**config.mk**
```make
export PLATFORM = sky130hd
export DESIGN_NAME = tbs_top
export DESIGN_NICKNAME = d
export VERILOG_FILES = /design/src/verilog/tbs_hold_timer.v /design/src/verilog/tbs_lag_filter.v /design/src/verilog/tbs_top.v
export VERILOG_INCLUDE_DIRS = /design/src /design/src/verilog
export SDC_FILE = /design/constraint.sdc
export NUM_CORES = 2
export LEC_CHECK = 0
export BUFFER_PORTS_ARGS = -buffer_cell sky130_fd_sc_hd__buf_2
export CAP_MARGIN = 20
export CORE_MARGIN = 2
export CORE_UTILIZATION = 55
export CTS_BUF_LIST = sky130_fd_sc_hd__clkbuf_8
export DETAILED_ROUTE_END_ITERATION = 6
export PLACE_DENSITY_LB_ADDON = 0.12
export SLEW_MARGIN = 0
export SYNTH_ARGS = -nofsm -noshare
export SYNTH_HDL_FRONTEND = slang
export SYNTH_SLANG_ARGS = --single-unit
export TNS_END_PERCENT = 1
```
**constraint.sdc**
```tcl
create_clock -name clk_i -period 122.3 [get_ports clk_i]
set_clock_uncertainty 0.05 [all_clocks]
set_input_delay 12.23 -clock clk_i [delete_from_list [all_inputs] [get_ports clk_i]]
set_output_delay 12.23 -clock clk_i [all_outputs]
set_load 0.01 [all_outputs]
```
**src/verilog/tbs_consts.vh**
```
// Constants and register map of the torque bias selector
// Overview of operation
// - Selection 0 takes the bias from three preset slots chosen by contacts.
// - Selection 1 maps terminal-3 input to bias, raising on forward rotation.
// - Selection 2 maps terminal-3 input to bias, raising on reverse rotation.
// - Selection 3 fills analog bias and gain from the load, balance voltage from terminal-3 input.
// - Contacts off none, A only slot1, B only slot2, both slot3.
// - Slot value 1000 is zero bias; rated torque is 100.
// - Slot values 600 to 999 give -400 to -1 percent.
// - Slot values 1000 to 1400 give 0 to 400 percent.
// - A slot holding 9999 gives no bias.
// - Bias passes a first-order lag of 0 to 5 s; 9999 is zero.
// - After start, torque is bias alone for the hold time; 9999 is zero.
// - Balance voltage 0 to 10 V marks balanced load; 9999 is 0 V.
// - Lowering uses its own bias point; 9999 reuses the forward one.
// - Lowering uses its own gain point; 9999 reuses the forward one.
// - Selection 9999 disables the torque bias entirely; the hold timer still sets bias_hold_o for the hold time after start.
// - Without pre-excitation the bias starts with the start command.
`ifndef TBS_CONSTS_VH
`define TBS_CONSTS_VH
// Register indices; byte address is four times the index
`define TBS_IDX_SEL        4'h0
`define TBS_IDX_SLOT1      4'h1
`define TBS_IDX_FILTER     4'h4
`define TBS_IDX_HOLD       4'h5
`define TBS_IDX_BALANCE    4'h6
`define TBS_IDX_LOW_BIAS   4'h7
`define TBS_IDX_LOW_GAIN   4'h8
`define TBS_IDX_ANA_BIAS   4'h9
`define TBS_IDX_ANA_GAIN   4'hA
`define TBS_IDX_STATUS     4'hB
`define TBS_NUM_CFG        11
// Reset values and special codes
`define TBS_UNSET          16'h270F
`define TBS_ANA_BIAS_RST   16'h0000
`define TBS_ANA_GAIN_RST   16'h0064
// Selection codes
`define TBS_SEL_SLOTS      16'h0000
`define TBS_SEL_ANA_FWD    16'h0001
`define TBS_SEL_ANA_REV    16'h0002
`define TBS_SEL_AUTO       16'h0003
// Slot encoding, percent of rated torque
`define TBS_SLOT_MIN       16'h0258
`define TBS_SLOT_MAX       16'h0578
`define TBS_SLOT_CENTRE    16'h03E8
`define TBS_PCT_MAX        16'h0190
// Terminal-3 full scale, 10 V in 10 mV steps
`define TBS_VOLT_FULL      16'h03E8
// Time base of filter and hold registers
`define TBS_TIME_LSB_NS    10000000
`define TBS_CLK_PERIOD_NS  10
`define TBS_FRAC_BITS      8
// Status bit positions
`define TBS_ST_ACTIVE      0
`define TBS_ST_HOLD        1
`define TBS_ST_AUTO_DONE   2
`define TBS_ST_LOWERING    3
// Bus responses
`define TBS_RESP_OKAY      2'b00
`define TBS_RESP_SLVERR    2'b10
`endif

```
**src/verilog/tbs_hold_timer.v**
```verilog
// Timer that holds torque at the bias value after start
`timescale 1ns/1ps
`include "tbs_consts.vh"
module tbs_hold_timer (
   input  wire        clk_i,
   input  wire        srst_i,
   input  wire        start_i,
   input  wire        run_i,
   input  wire        tick_i,
   input  wire [15:0] hold_ticks_i,
   output wire        active_o
);
   reg        active_reg;
   reg [15:0] count_reg;

   // Load on start, count ticks down, stop on zero or when run drops
   always @(posedge clk_i) begin
      if (srst_i) begin
         active_reg <= 1'b0;
         count_reg  <= 16'h0000;
      end else if (start_i) begin
         active_reg <= (hold_ticks_i != 16'h0000);
         count_reg  <= hold_ticks_i;
      end else if (!run_i) begin
         active_reg <= 1'b0;
         count_reg  <= 16'h0000;
      end else if (tick_i && active_reg) begin
         count_reg  <= count_reg - 16'h0001;
         active_reg <= (count_reg != 16'h0001);
      end
   end

   assign active_o = active_reg;
endmodule // tbs_hold_timer

```
**src/verilog/tbs_lag_filter.v**
```verilog
// First-order lag applied to the torque bias command
`timescale 1ns/1ps
`include "tbs_consts.vh"
module tbs_lag_filter (
   input  wire               clk_i,
   input  wire               srst_i,
   input  wire               tick_i,
   input  wire signed [15:0] x_i,
   input  wire        [15:0] tc_i,
   output wire signed [15:0] y_o
);
   reg  signed [23:0] acc_reg;
   reg  signed [23:0] acc_next;
   wire signed [24:0] target;
   wire signed [24:0] diff;
   wire signed [24:0] step;
   wire signed [24:0] div;

   // Target in fixed point, step is error over time constant plus one
   assign target = {{1{x_i[15]}}, x_i, {`TBS_FRAC_BITS{1'b0}}};
   assign diff   = target - {acc_reg[23], acc_reg};
   assign div    = $signed({9'h000, tc_i}) + 25'sh0000001;
   assign step   = diff / div;
   assign y_o    = acc_reg[23:`TBS_FRAC_BITS];

   // Zero constant follows at once, otherwise steps once per tick
   always @* begin
      acc_next = acc_reg;
      if (tc_i == 16'h0000) begin
         acc_next = target[23:0];
      end else if (tick_i) begin
         acc_next = acc_reg + step[23:0];
      end
   end

   always @(posedge clk_i) begin
      if (srst_i) begin
         acc_reg <= 24'sh000000;
      end else begin
         acc_reg <= acc_next;
      end
   end
endmodule // tbs_lag_filter

```
**src/verilog/tbs_top.v**
```verilog
// Torque bias selector with AXI4-Lite register access
//
// Local design decisions: the AXI4-Lite register port and the register offsets.
`timescale 1ns/1ps
`include "tbs_consts.vh"
module tbs_top #(
   parameter TICK_CYCLES = `TBS_TIME_LSB_NS / `TBS_CLK_PERIOD_NS
) (
   input  wire        clk_i,
   input  wire        srst_i,
   // AXI4-Lite slave
   input  wire [7:0]  s_axi_awaddr_i,
   input  wire        s_axi_awvalid_i,
   output wire        s_axi_awready_o,
   input  wire [31:0] s_axi_wdata_i,
   input  wire [3:0]  s_axi_wstrb_i,
   input  wire        s_axi_wvalid_i,
   output wire        s_axi_wready_o,
   output wire [1:0]  s_axi_bresp_o,
   output wire        s_axi_bvalid_o,
   input  wire        s_axi_bready_i,
   input  wire [7:0]  s_axi_araddr_i,
   input  wire        s_axi_arvalid_i,
   output wire        s_axi_arready_o,
   output wire [31:0] s_axi_rdata_o,
   output wire [1:0]  s_axi_rresp_o,
   output wire        s_axi_rvalid_o,
   input  wire        s_axi_rready_i,
   // Contact, analog and drive state inputs
   input  wire        bias_select_input_a_i,
   input  wire        bias_select_input_b_i,
   input  wire [15:0] analog_t3_i,
   input  wire signed [15:0] torque_fb_i,
   input  wire        start_i,
   input  wire        pre_excite_i,
   input  wire        dir_rev_i,
   // Torque command path
   output wire signed [15:0] torque_bias_o,
   output wire        bias_hold_o,
   output wire        bias_active_o
);
   // Auto setting states
   localparam [1:0] AUTO_IDLE = 2'b00;
   localparam [1:0] AUTO_MEAS = 2'b01;
   localparam [1:0] AUTO_DONE = 2'b10;

   reg  [15:0] cfg_reg [0:`TBS_NUM_CFG-1];
   reg         awready_reg;
   reg         wready_reg;
   reg         aw_full_reg;
   reg         w_full_reg;
   reg  [7:0]  awaddr_reg;
   reg  [31:0] wdata_reg;
   reg  [3:0]  wstrb_reg;
   reg         bvalid_reg;
   reg  [1:0]  bresp_reg;
   reg         arready_reg;
   reg         rvalid_reg;
   reg  [31:0] rdata_reg;
   reg  [1:0]  rresp_reg;
   reg  [31:0] tick_cnt_reg;
   reg         tick_reg;
   reg         run_reg;
   reg  [1:0]  auto_reg;
   reg  [1:0]  auto_next;
   reg signed [15:0] torque_bias_reg;
   reg         hold_reg;
   reg         active_reg;
   reg signed [15:0] target;
   reg signed [15:0] slot_pct;
   reg  [15:0] slot_raw;
   reg  [15:0] fb_mag;
   reg  [15:0] auto_pct;
   integer     i;

   wire        wr_go;
   wire [3:0]  wr_idx;
   wire        wr_ok;
   wire [3:0]  rd_idx;
   wire        rd_ok;
   wire [15:0] sel;
   wire        run_now;
   wire        run_start;
   wire        lowering;
   wire [15:0] bal_v;
   wire [15:0] pt_bias;
   wire [15:0] pt_gain;
   wire signed [17:0] v_eff;
   wire signed [17:0] span;
   wire signed [35:0] prod;
   wire signed [35:0] quot;
   wire signed [35:0] ana_sum;
   wire signed [15:0] ana_pct;
   wire [15:0] filt_tc;
   wire [15:0] hold_ticks;
   wire signed [15:0] filt_y;
   wire        hold_act;
   wire [31:0] status;

   // Byte-lane merge into a 16-bit register, upper lanes have no storage
   function [15:0] merge16;
      input [15:0] old;
      input [31:0] data;
      input [3:0]  strb;
      begin
         merge16[7:0]  = strb[0] ? data[7:0]  : old[7:0];
         merge16[15:8] = strb[1] ? data[15:8] : old[15:8];
      end
   endfunction

   // Write address and data are taken in either order
   assign wr_go  = aw_full_reg && w_full_reg && !bvalid_reg;
   assign wr_idx = awaddr_reg[5:2];
   assign wr_ok  = (awaddr_reg[7:6] == 2'b00) &&
                   (wr_idx < `TBS_IDX_STATUS);

   always @(posedge clk_i) begin
      if (srst_i) begin
         awready_reg <= 1'b0;
         wready_reg  <= 1'b0;
         aw_full_reg <= 1'b0;
         w_full_reg  <= 1'b0;
         awaddr_reg  <= 8'h00;
         wdata_reg   <= 32'h00000000;
         wstrb_reg   <= 4'h0;
         bvalid_reg  <= 1'b0;
         bresp_reg   <= `TBS_RESP_OKAY;
      end else begin
         awready_reg <= !aw_full_reg && !(awready_reg && s_axi_awvalid_i);
         wready_reg  <= !w_full_reg && !(wready_reg && s_axi_wvalid_i);
         if (awready_reg && s_axi_awvalid_i) begin
            aw_full_reg <= 1'b1;
            awaddr_reg  <= s_axi_awaddr_i;
         end
         if (wready_reg && s_axi_wvalid_i) begin
            w_full_reg <= 1'b1;
            wdata_reg  <= s_axi_wdata_i;
            wstrb_reg  <= s_axi_wstrb_i;
         end
         if (wr_go) begin
            aw_full_reg <= 1'b0;
            w_full_reg  <= 1'b0;
            bvalid_reg  <= 1'b1;
            bresp_reg   <= wr_ok ? `TBS_RESP_OKAY : `TBS_RESP_SLVERR;
         end else if (bvalid_reg && s_axi_bready_i) begin
            bvalid_reg  <= 1'b0;
         end
      end
   end

   // Read channel, one read under way at a time
   assign rd_idx = s_axi_araddr_i[5:2];
   assign rd_ok  = (s_axi_araddr_i[7:6] == 2'b00) &&
                   (rd_idx <= `TBS_IDX_STATUS);
   assign status = {28'h0000000, lowering, auto_reg == AUTO_DONE,
                    hold_reg, active_reg};

   always @(posedge clk_i) begin
      if (srst_i) begin
         arready_reg <= 1'b0;
         rvalid_reg  <= 1'b0;
         rdata_reg   <= 32'h00000000;
         rresp_reg   <= `TBS_RESP_OKAY;
      end else begin
         arready_reg <= !rvalid_reg && !(arready_reg && s_axi_arvalid_i);
         if (arready_reg && s_axi_arvalid_i) begin
            rvalid_reg <= 1'b1;
            rresp_reg  <= rd_ok ? `TBS_RESP_OKAY : `TBS_RESP_SLVERR;
            if (!rd_ok) begin
               rdata_reg <= 32'h00000000;
            end else if (rd_idx == `TBS_IDX_STATUS) begin
               rdata_reg <= status;
            end else begin
               rdata_reg <= {16'h0000, cfg_reg[rd_idx]};
            end
         end else if (rvalid_reg && s_axi_rready_i) begin
            rvalid_reg <= 1'b0;
         end
      end
   end

   // Configuration registers; the auto capture wins over a bus write
   always @(posedge clk_i) begin
      if (srst_i) begin
         for (i = 0; i < `TBS_NUM_CFG; i = i + 1) begin
            cfg_reg[i] <= `TBS_UNSET;
         end
         cfg_reg[`TBS_IDX_ANA_BIAS] <= `TBS_ANA_BIAS_RST;
         cfg_reg[`TBS_IDX_ANA_GAIN] <= `TBS_ANA_GAIN_RST;
      end else begin
         if (wr_go && wr_ok) begin
            cfg_reg[wr_idx] <= merge16(cfg_reg[wr_idx], wdata_reg,
                                       wstrb_reg);
         end
         if (auto_reg == AUTO_MEAS && auto_next == AUTO_DONE) begin
            cfg_reg[`TBS_IDX_BALANCE]  <= analog_t3_i;
            cfg_reg[`TBS_IDX_ANA_BIAS] <= auto_pct;
            cfg_reg[`TBS_IDX_ANA_GAIN] <= auto_pct;
         end
      end
   end

   // Time base tick every register LSB of time
   always @(posedge clk_i) begin
      if (srst_i) begin
         tick_cnt_reg <= 32'h00000000;
         tick_reg     <= 1'b0;
      end else if (tick_cnt_reg == TICK_CYCLES - 1) begin
         tick_cnt_reg <= 32'h00000000;
         tick_reg     <= 1'b1;
      end else begin
         tick_cnt_reg <= tick_cnt_reg + 32'h00000001;
         tick_reg     <= 1'b0;
      end
   end

   // Run begins with start unless pre-excitation is in progress
   assign sel       = cfg_reg[`TBS_IDX_SEL];
   assign run_now   = start_i && !pre_excite_i;
   assign run_start = run_now && !run_reg;

   always @(posedge clk_i) begin
      if (srst_i) begin
         run_reg <= 1'b0;
      end else begin
         run_reg <= run_now;
      end
   end

   // Preset slot chosen by the two contacts
   always @* begin
      case ({bias_select_input_b_i, bias_select_input_a_i})
         2'b01:   slot_raw = cfg_reg[`TBS_IDX_SLOT1];
         2'b10:   slot_raw = cfg_reg[`TBS_IDX_SLOT1 + 4'h1];
         2'b11:   slot_raw = cfg_reg[`TBS_IDX_SLOT1 + 4'h2];
         default: slot_raw = `TBS_UNSET;
      endcase
      // Offset code around the centre, unset or out of range is zero
      if (slot_raw >= `TBS_SLOT_MIN && slot_raw <= `TBS_SLOT_MAX) begin
         slot_pct = $signed(slot_raw - `TBS_SLOT_CENTRE);
      end else begin
         slot_pct = 16'sh0000;
      end
   end

   // Lowering is the direction opposite the raising one
   assign lowering = (sel == `TBS_SEL_ANA_REV) ? !dir_rev_i : dir_rev_i;
   assign bal_v    = (cfg_reg[`TBS_IDX_BALANCE] == `TBS_UNSET) ?
                     16'h0000 : cfg_reg[`TBS_IDX_BALANCE];
   assign pt_bias  = (lowering &&
                      cfg_reg[`TBS_IDX_LOW_BIAS] != `TBS_UNSET) ?
                     cfg_reg[`TBS_IDX_LOW_BIAS] :
                     cfg_reg[`TBS_IDX_ANA_BIAS];
   assign pt_gain  = (lowering &&
                      cfg_reg[`TBS_IDX_LOW_GAIN] != `TBS_UNSET) ?
                     cfg_reg[`TBS_IDX_LOW_GAIN] :
                     cfg_reg[`TBS_IDX_ANA_GAIN];

   // Linear map from balance-corrected voltage to bias
   assign v_eff   = $signed({2'b00, analog_t3_i}) -
                    $signed({2'b00, bal_v});
   assign span    = $signed({2'b00, pt_gain}) - $signed({2'b00, pt_bias});
   assign prod    = span * v_eff;
   assign quot    = prod / $signed({20'h00000, `TBS_VOLT_FULL});
   assign ana_sum = quot + $signed({20'h00000, pt_bias});
   assign ana_pct =
      (ana_sum > $signed({20'h00000, `TBS_PCT_MAX})) ?
         $signed(`TBS_PCT_MAX) :
      (ana_sum < -$signed({20'h00000, `TBS_PCT_MAX})) ?
         -$signed(`TBS_PCT_MAX) : ana_sum[15:0];

   // Source selection of the bias target
   always @* begin
      target = 16'sh0000;
      if (run_now) begin
         case (sel)
            `TBS_SEL_SLOTS:   target = slot_pct;
            `TBS_SEL_ANA_FWD: target = ana_pct;
            `TBS_SEL_ANA_REV: target = ana_pct;
            default:          target = 16'sh0000;
         endcase
      end
   end

   // Magnitude of measured load torque for auto setting
   always @* begin
      fb_mag   = torque_fb_i[15] ? 16'h0000 - torque_fb_i : torque_fb_i;
      auto_pct = (fb_mag > `TBS_PCT_MAX) ? `TBS_PCT_MAX : fb_mag;
   end

   // Auto setting measures once the hold period of a run has ended
   always @* begin
      auto_next = auto_reg;
      case (auto_reg)
         AUTO_IDLE: begin
            if (sel == `TBS_SEL_AUTO && run_start) begin
               auto_next = AUTO_MEAS;
            end
         end
         AUTO_MEAS: begin
            if (sel != `TBS_SEL_AUTO || !run_now) begin
               auto_next = AUTO_IDLE;
            end else if (tick_reg && !hold_act) begin
               auto_next = AUTO_DONE;
            end
         end
         AUTO_DONE: begin
            if (sel != `TBS_SEL_AUTO) begin
               auto_next = AUTO_IDLE;
            end
         end
         default: auto_next = AUTO_IDLE;
      endcase
   end

   always @(posedge clk_i) begin
      if (srst_i) begin
         auto_reg <= AUTO_IDLE;
      end else begin
         auto_reg <= auto_next;
      end
   end

   // Filter and hold times, unset counts as zero
   assign filt_tc    = (cfg_reg[`TBS_IDX_FILTER] == `TBS_UNSET) ?
                       16'h0000 : cfg_reg[`TBS_IDX_FILTER];
   assign hold_ticks = (cfg_reg[`TBS_IDX_HOLD] == `TBS_UNSET) ?
                       16'h0000 : cfg_reg[`TBS_IDX_HOLD];

   tbs_lag_filter u_filter (
      .clk_i   (clk_i),
      .srst_i  (srst_i),
      .tick_i  (tick_reg),
      .x_i     (target),
      .tc_i    (filt_tc),
      .y_o     (filt_y)
   );

   tbs_hold_timer u_hold (
      .clk_i        (clk_i),
      .srst_i       (srst_i),
      .start_i      (run_start),
      .run_i        (run_now),
      .tick_i       (tick_reg),
      .hold_ticks_i (hold_ticks),
      .active_o     (hold_act)
   );

   // Output registers toward the torque command path
   always @(posedge clk_i) begin
      if (srst_i) begin
         torque_bias_reg <= 16'sh0000;
         hold_reg        <= 1'b0;
         active_reg      <= 1'b0;
      end else begin
         torque_bias_reg <= filt_y;
         hold_reg        <= hold_act;
         active_reg      <= run_now && (sel == `TBS_SEL_SLOTS ||
                            sel == `TBS_SEL_ANA_FWD ||
                            sel == `TBS_SEL_ANA_REV);
      end
   end

   assign s_axi_awready_o = awready_reg;
   assign s_axi_wready_o  = wready_reg;
   assign s_axi_bresp_o   = bresp_reg;
   assign s_axi_bvalid_o  = bvalid_reg;
   assign s_axi_arready_o = arready_reg;
   assign s_axi_rdata_o   = rdata_reg;
   assign s_axi_rresp_o   = rresp_reg;
   assign s_axi_rvalid_o  = rvalid_reg;
   assign torque_bias_o   = torque_bias_reg;
   assign bias_hold_o     = hold_reg;
   assign bias_active_o   = active_reg;
endmodule // tbs_top
```
==> flow_summary.yaml <==
floorplanning:
  row_count: 113
  fp.dieW_um: 313
  die_area_mm2: 0.0981
  core_area_mm2: 0.0949
  fp.dieH_um: 313
  start_util_pct: 55.4
  io_pins: 155
critical_path:
  crit_path_end_kind: "flop"
  worstPathArrival_ps: 118240
  cp_max_fo: 9
  cp_top_family: "compound AO/OA/AOI/OAI gates"
  cpPeakStageDelay_ps: 570
  path_class: "in -> reg"
  crit_slowest_cell: "fa_1"
  cp.required_ps: 122840
  critPathBufInv: 32
  start_kind: "input pin"
  path_common_cell: "o21a_1"
detailed_routing:
  num_vias: 51391
  vias_per_cell: 6.18
  drc_errors: 0
  drt_iter0_drc: 4402
  ant_nets: 0
  first_pass_iters: 6
  wl_um: 167000
  avgRoutedWirePerCell_um: 20.1
clocking:
  root_buffer: "clkbuf_8"
  cts_buffers: 58
  clockBufferDepth: 3
  clkSinkCount: 320
  worstSkewPairLatency_ps: 720
  cts.clk_slew.worst_paths_ps: 60
  cts_max_level: 2
  cts_tree: "done"
sta:
  fmax_mhz: 8.50
  maxSlewViolCount: 0
  tightest_slew_ps: 1210
  setup_tns_ps: 0
  finalHoldViolCount: 0
  min_period_ps: 117700
  layout_worst_path_cycle_share_pct: 96.2
  rsz0062_at_grt: "true"
  final-setup-viol-count: 0
  max-slew-margin-rel_pct: 18.6
outcome:
  outcome: "complete, no violations"
grt:
  grt_max_degree: 50
  antenna_found_initial: 5
  grt_pass1_wl_um: 258000
  grt_use_total_pct: 32.4
  overflow: 0
  grt_pass1_vias: 48119
flow_run:
  drv_cap: 0
synthesis:
  synth.cell_area_mm2: 0.0526
  yosys_most_used_dff: "edfxtp_1"
  postSynthAreaPerCell_um2: 8.09
  yosys_warnings: 0
  ys_types: 128
  yosysTopAreaCell: "fa_1"
  synth-seq-cells: 320
  ys_seq_area_share_pct: 15.5
  synth_top_area_share_pct: 11.5
  synth_area_leaders: "fa_1, ha_1, edfxtp_1"
  synthCells: 6503
  async_reset_ff_share_pct: 0
  synth_edf_count: 176
cells_and_area:
  fin_nets: 7872
  largest_reg_flops: 176
  drive_gt1_share_pct: 20.8
  area_growth_pct: 18.4
place:
  gp_congestion: 0.979
  numPortBuffers: 114
  place_hpwl_um: 131000
worst_hold_path:
  hold_path.class: "reg -> reg"
==> kinds of logic (layout without fill, tap and decap cells) <==
group	Yosys count	count (layout)	share of synthesized area, %
AND/OR/NAND/NOR	2309	2310	20.9
AO/OA/AOI/OAI	1672	1672	22.6
buffers and inverters	788	1314	5.83
adder cells (fa/ha/maj)	778	778	22.8
XOR/XNOR	398	400	6.66
flip-flops	320	320	15.5
multiplexers	237	237	5.66
other	1	19	0.00713
==> synthesized netlist by cell type (all sizes together), types with 16 or more instances <==
cell type  count
clkbuf       194
and2         121
mux4          37
a21boi        16
or3          100
nand3        107
a211o         17
mux2         111
nand2b        61
a21oi        302
nand2        642
mux2i         89
nor2         626
a22oi         16
nor3         343
o21bai        67
xnor2        273
a221oi        17
o21ai        258
dfxtp        144
nand4         51
buf           68
a32oi         30
inv          526
and3          46
a31oi         47
nor2b         34
nor4          56
or2           48
o22ai         33
a2111oi       16
a21o          79
or4           18
o211ai        76
fa           301
o21a         272
a211oi        57
edfxtp       176
o31ai        171
xor2         125
ha           475
==> cell usage in the layout (no fill, tap or decap), types with 30 or more instances in the layout <==
cell,synthesis,routed
nand2_1,638,630
nor2_1,624,594
inv_1,526,541
buf_4,21,535
ha_1,475,461
nor3_1,339,318
fa_1,301,296
o21a_1,271,264
xnor2_1,272,237
a21oi_1,295,213
o21ai_0,219,186
edfxtp_1,176,176
o31ai_1,168,160
dfxtp_1,144,143
buf_2,23,120
and2_1,120,115
xor2_1,124,109
nand3_1,105,99
mux2_2,108,97
or3_1,100,96
a21oi_2,7,80
a21o_1,79,76
mux2i_1,89,76
o211ai_1,70,70
clkbuf_8,0,69
o21bai_1,67,58
nand2b_1,61,58
nand4_1,49,49
nor4_1,52,45
o21ai_1,31,43
and3_1,46,42
a31oi_1,45,41
or2_2,39,38
mux4_2,37,37
nor2b_1,34,32
a211oi_1,50,30
o22ai_1,33,30
==> tightest hold or removal path: cells and delay by family, from the launching register on <==
| kind | cells | cell delay [ps] |
|---|---|---|
| flops | 1 | 300 |
| simple gates | 1 | 50 |
| compound gates | 1 | 50 |
==> what timing repair did <==
action,4_1_cts,5_1_grt
hold buffers,0,0
setup endpoints to repair,7,24
pin swaps,2,215
gates cloned,1,3
setup buffers,2,171
gates resized for setup,14,540
==> final timing paths <==
kind                  startpoint              endpoint  slack [ps]  cells after the start
hold / removal     awaddr_reg[6]         awaddr_reg[6]         400                      2
hold reg to reg    awaddr_reg[6]         awaddr_reg[6]         400                      2
setup reg to reg  cfg_reg[0][13]  u_filter.acc_reg[23]       14540                    560
setup / recovery       dir_rev_i  u_filter.acc_reg[23]        4600                    557
==> routing by layer <==
| layer | up-vias | wire, µm | GRT usage, % | part of all wire, % |
|---|---|---|---|---|
| met3 | 397 | 12500 | 4.43 | 7.4 |
| met4 | 6 | 6790 | 12.2 | 4.1 |
| met2 | 1931 | 76000 | 52.2 | 45 |
| met1 | 24631 | 71800 | 44.3 | 43 |
| met5 | - | 63 | 0 | 0.038 |
| li1 | 24426 | - | - | - |
==> layout make-up <==
| type | count | area, µm² |
|---|---|---|
| clock buffer | 69 | 950 |
| sequential | 320 | 8170 |
| timing repair buffer | 679 | 4890 |
| multi-input combinational | 5415 | 44400 |
| clock inverter | 40 | 238 |
| fill | 8077 | 32600 |
| tap | 1265 | 1580 |
| antenna | 1 | 2.50 |
| inverter | 526 | 1990 |
==> per-stage QoR <==
step	util (%)	instance area (µm²)	setup WS, ps	cells	hold slack (ps)
finish	65.6	62200	4600	8315	402
global route	65.6	62200	-1230	8314	423
CTS	61.3	58200	58.1	8125	403
detailed placement	59.9	56800	-1140	8013	395
global placement	59.9	56800	93.5	8008	389
floorplan	-	52900	61.3	6520	376
Power is left out: the tool's default activity adds up to more than one toggle a clock period on the data nets, which glitch-free logic cannot reach.
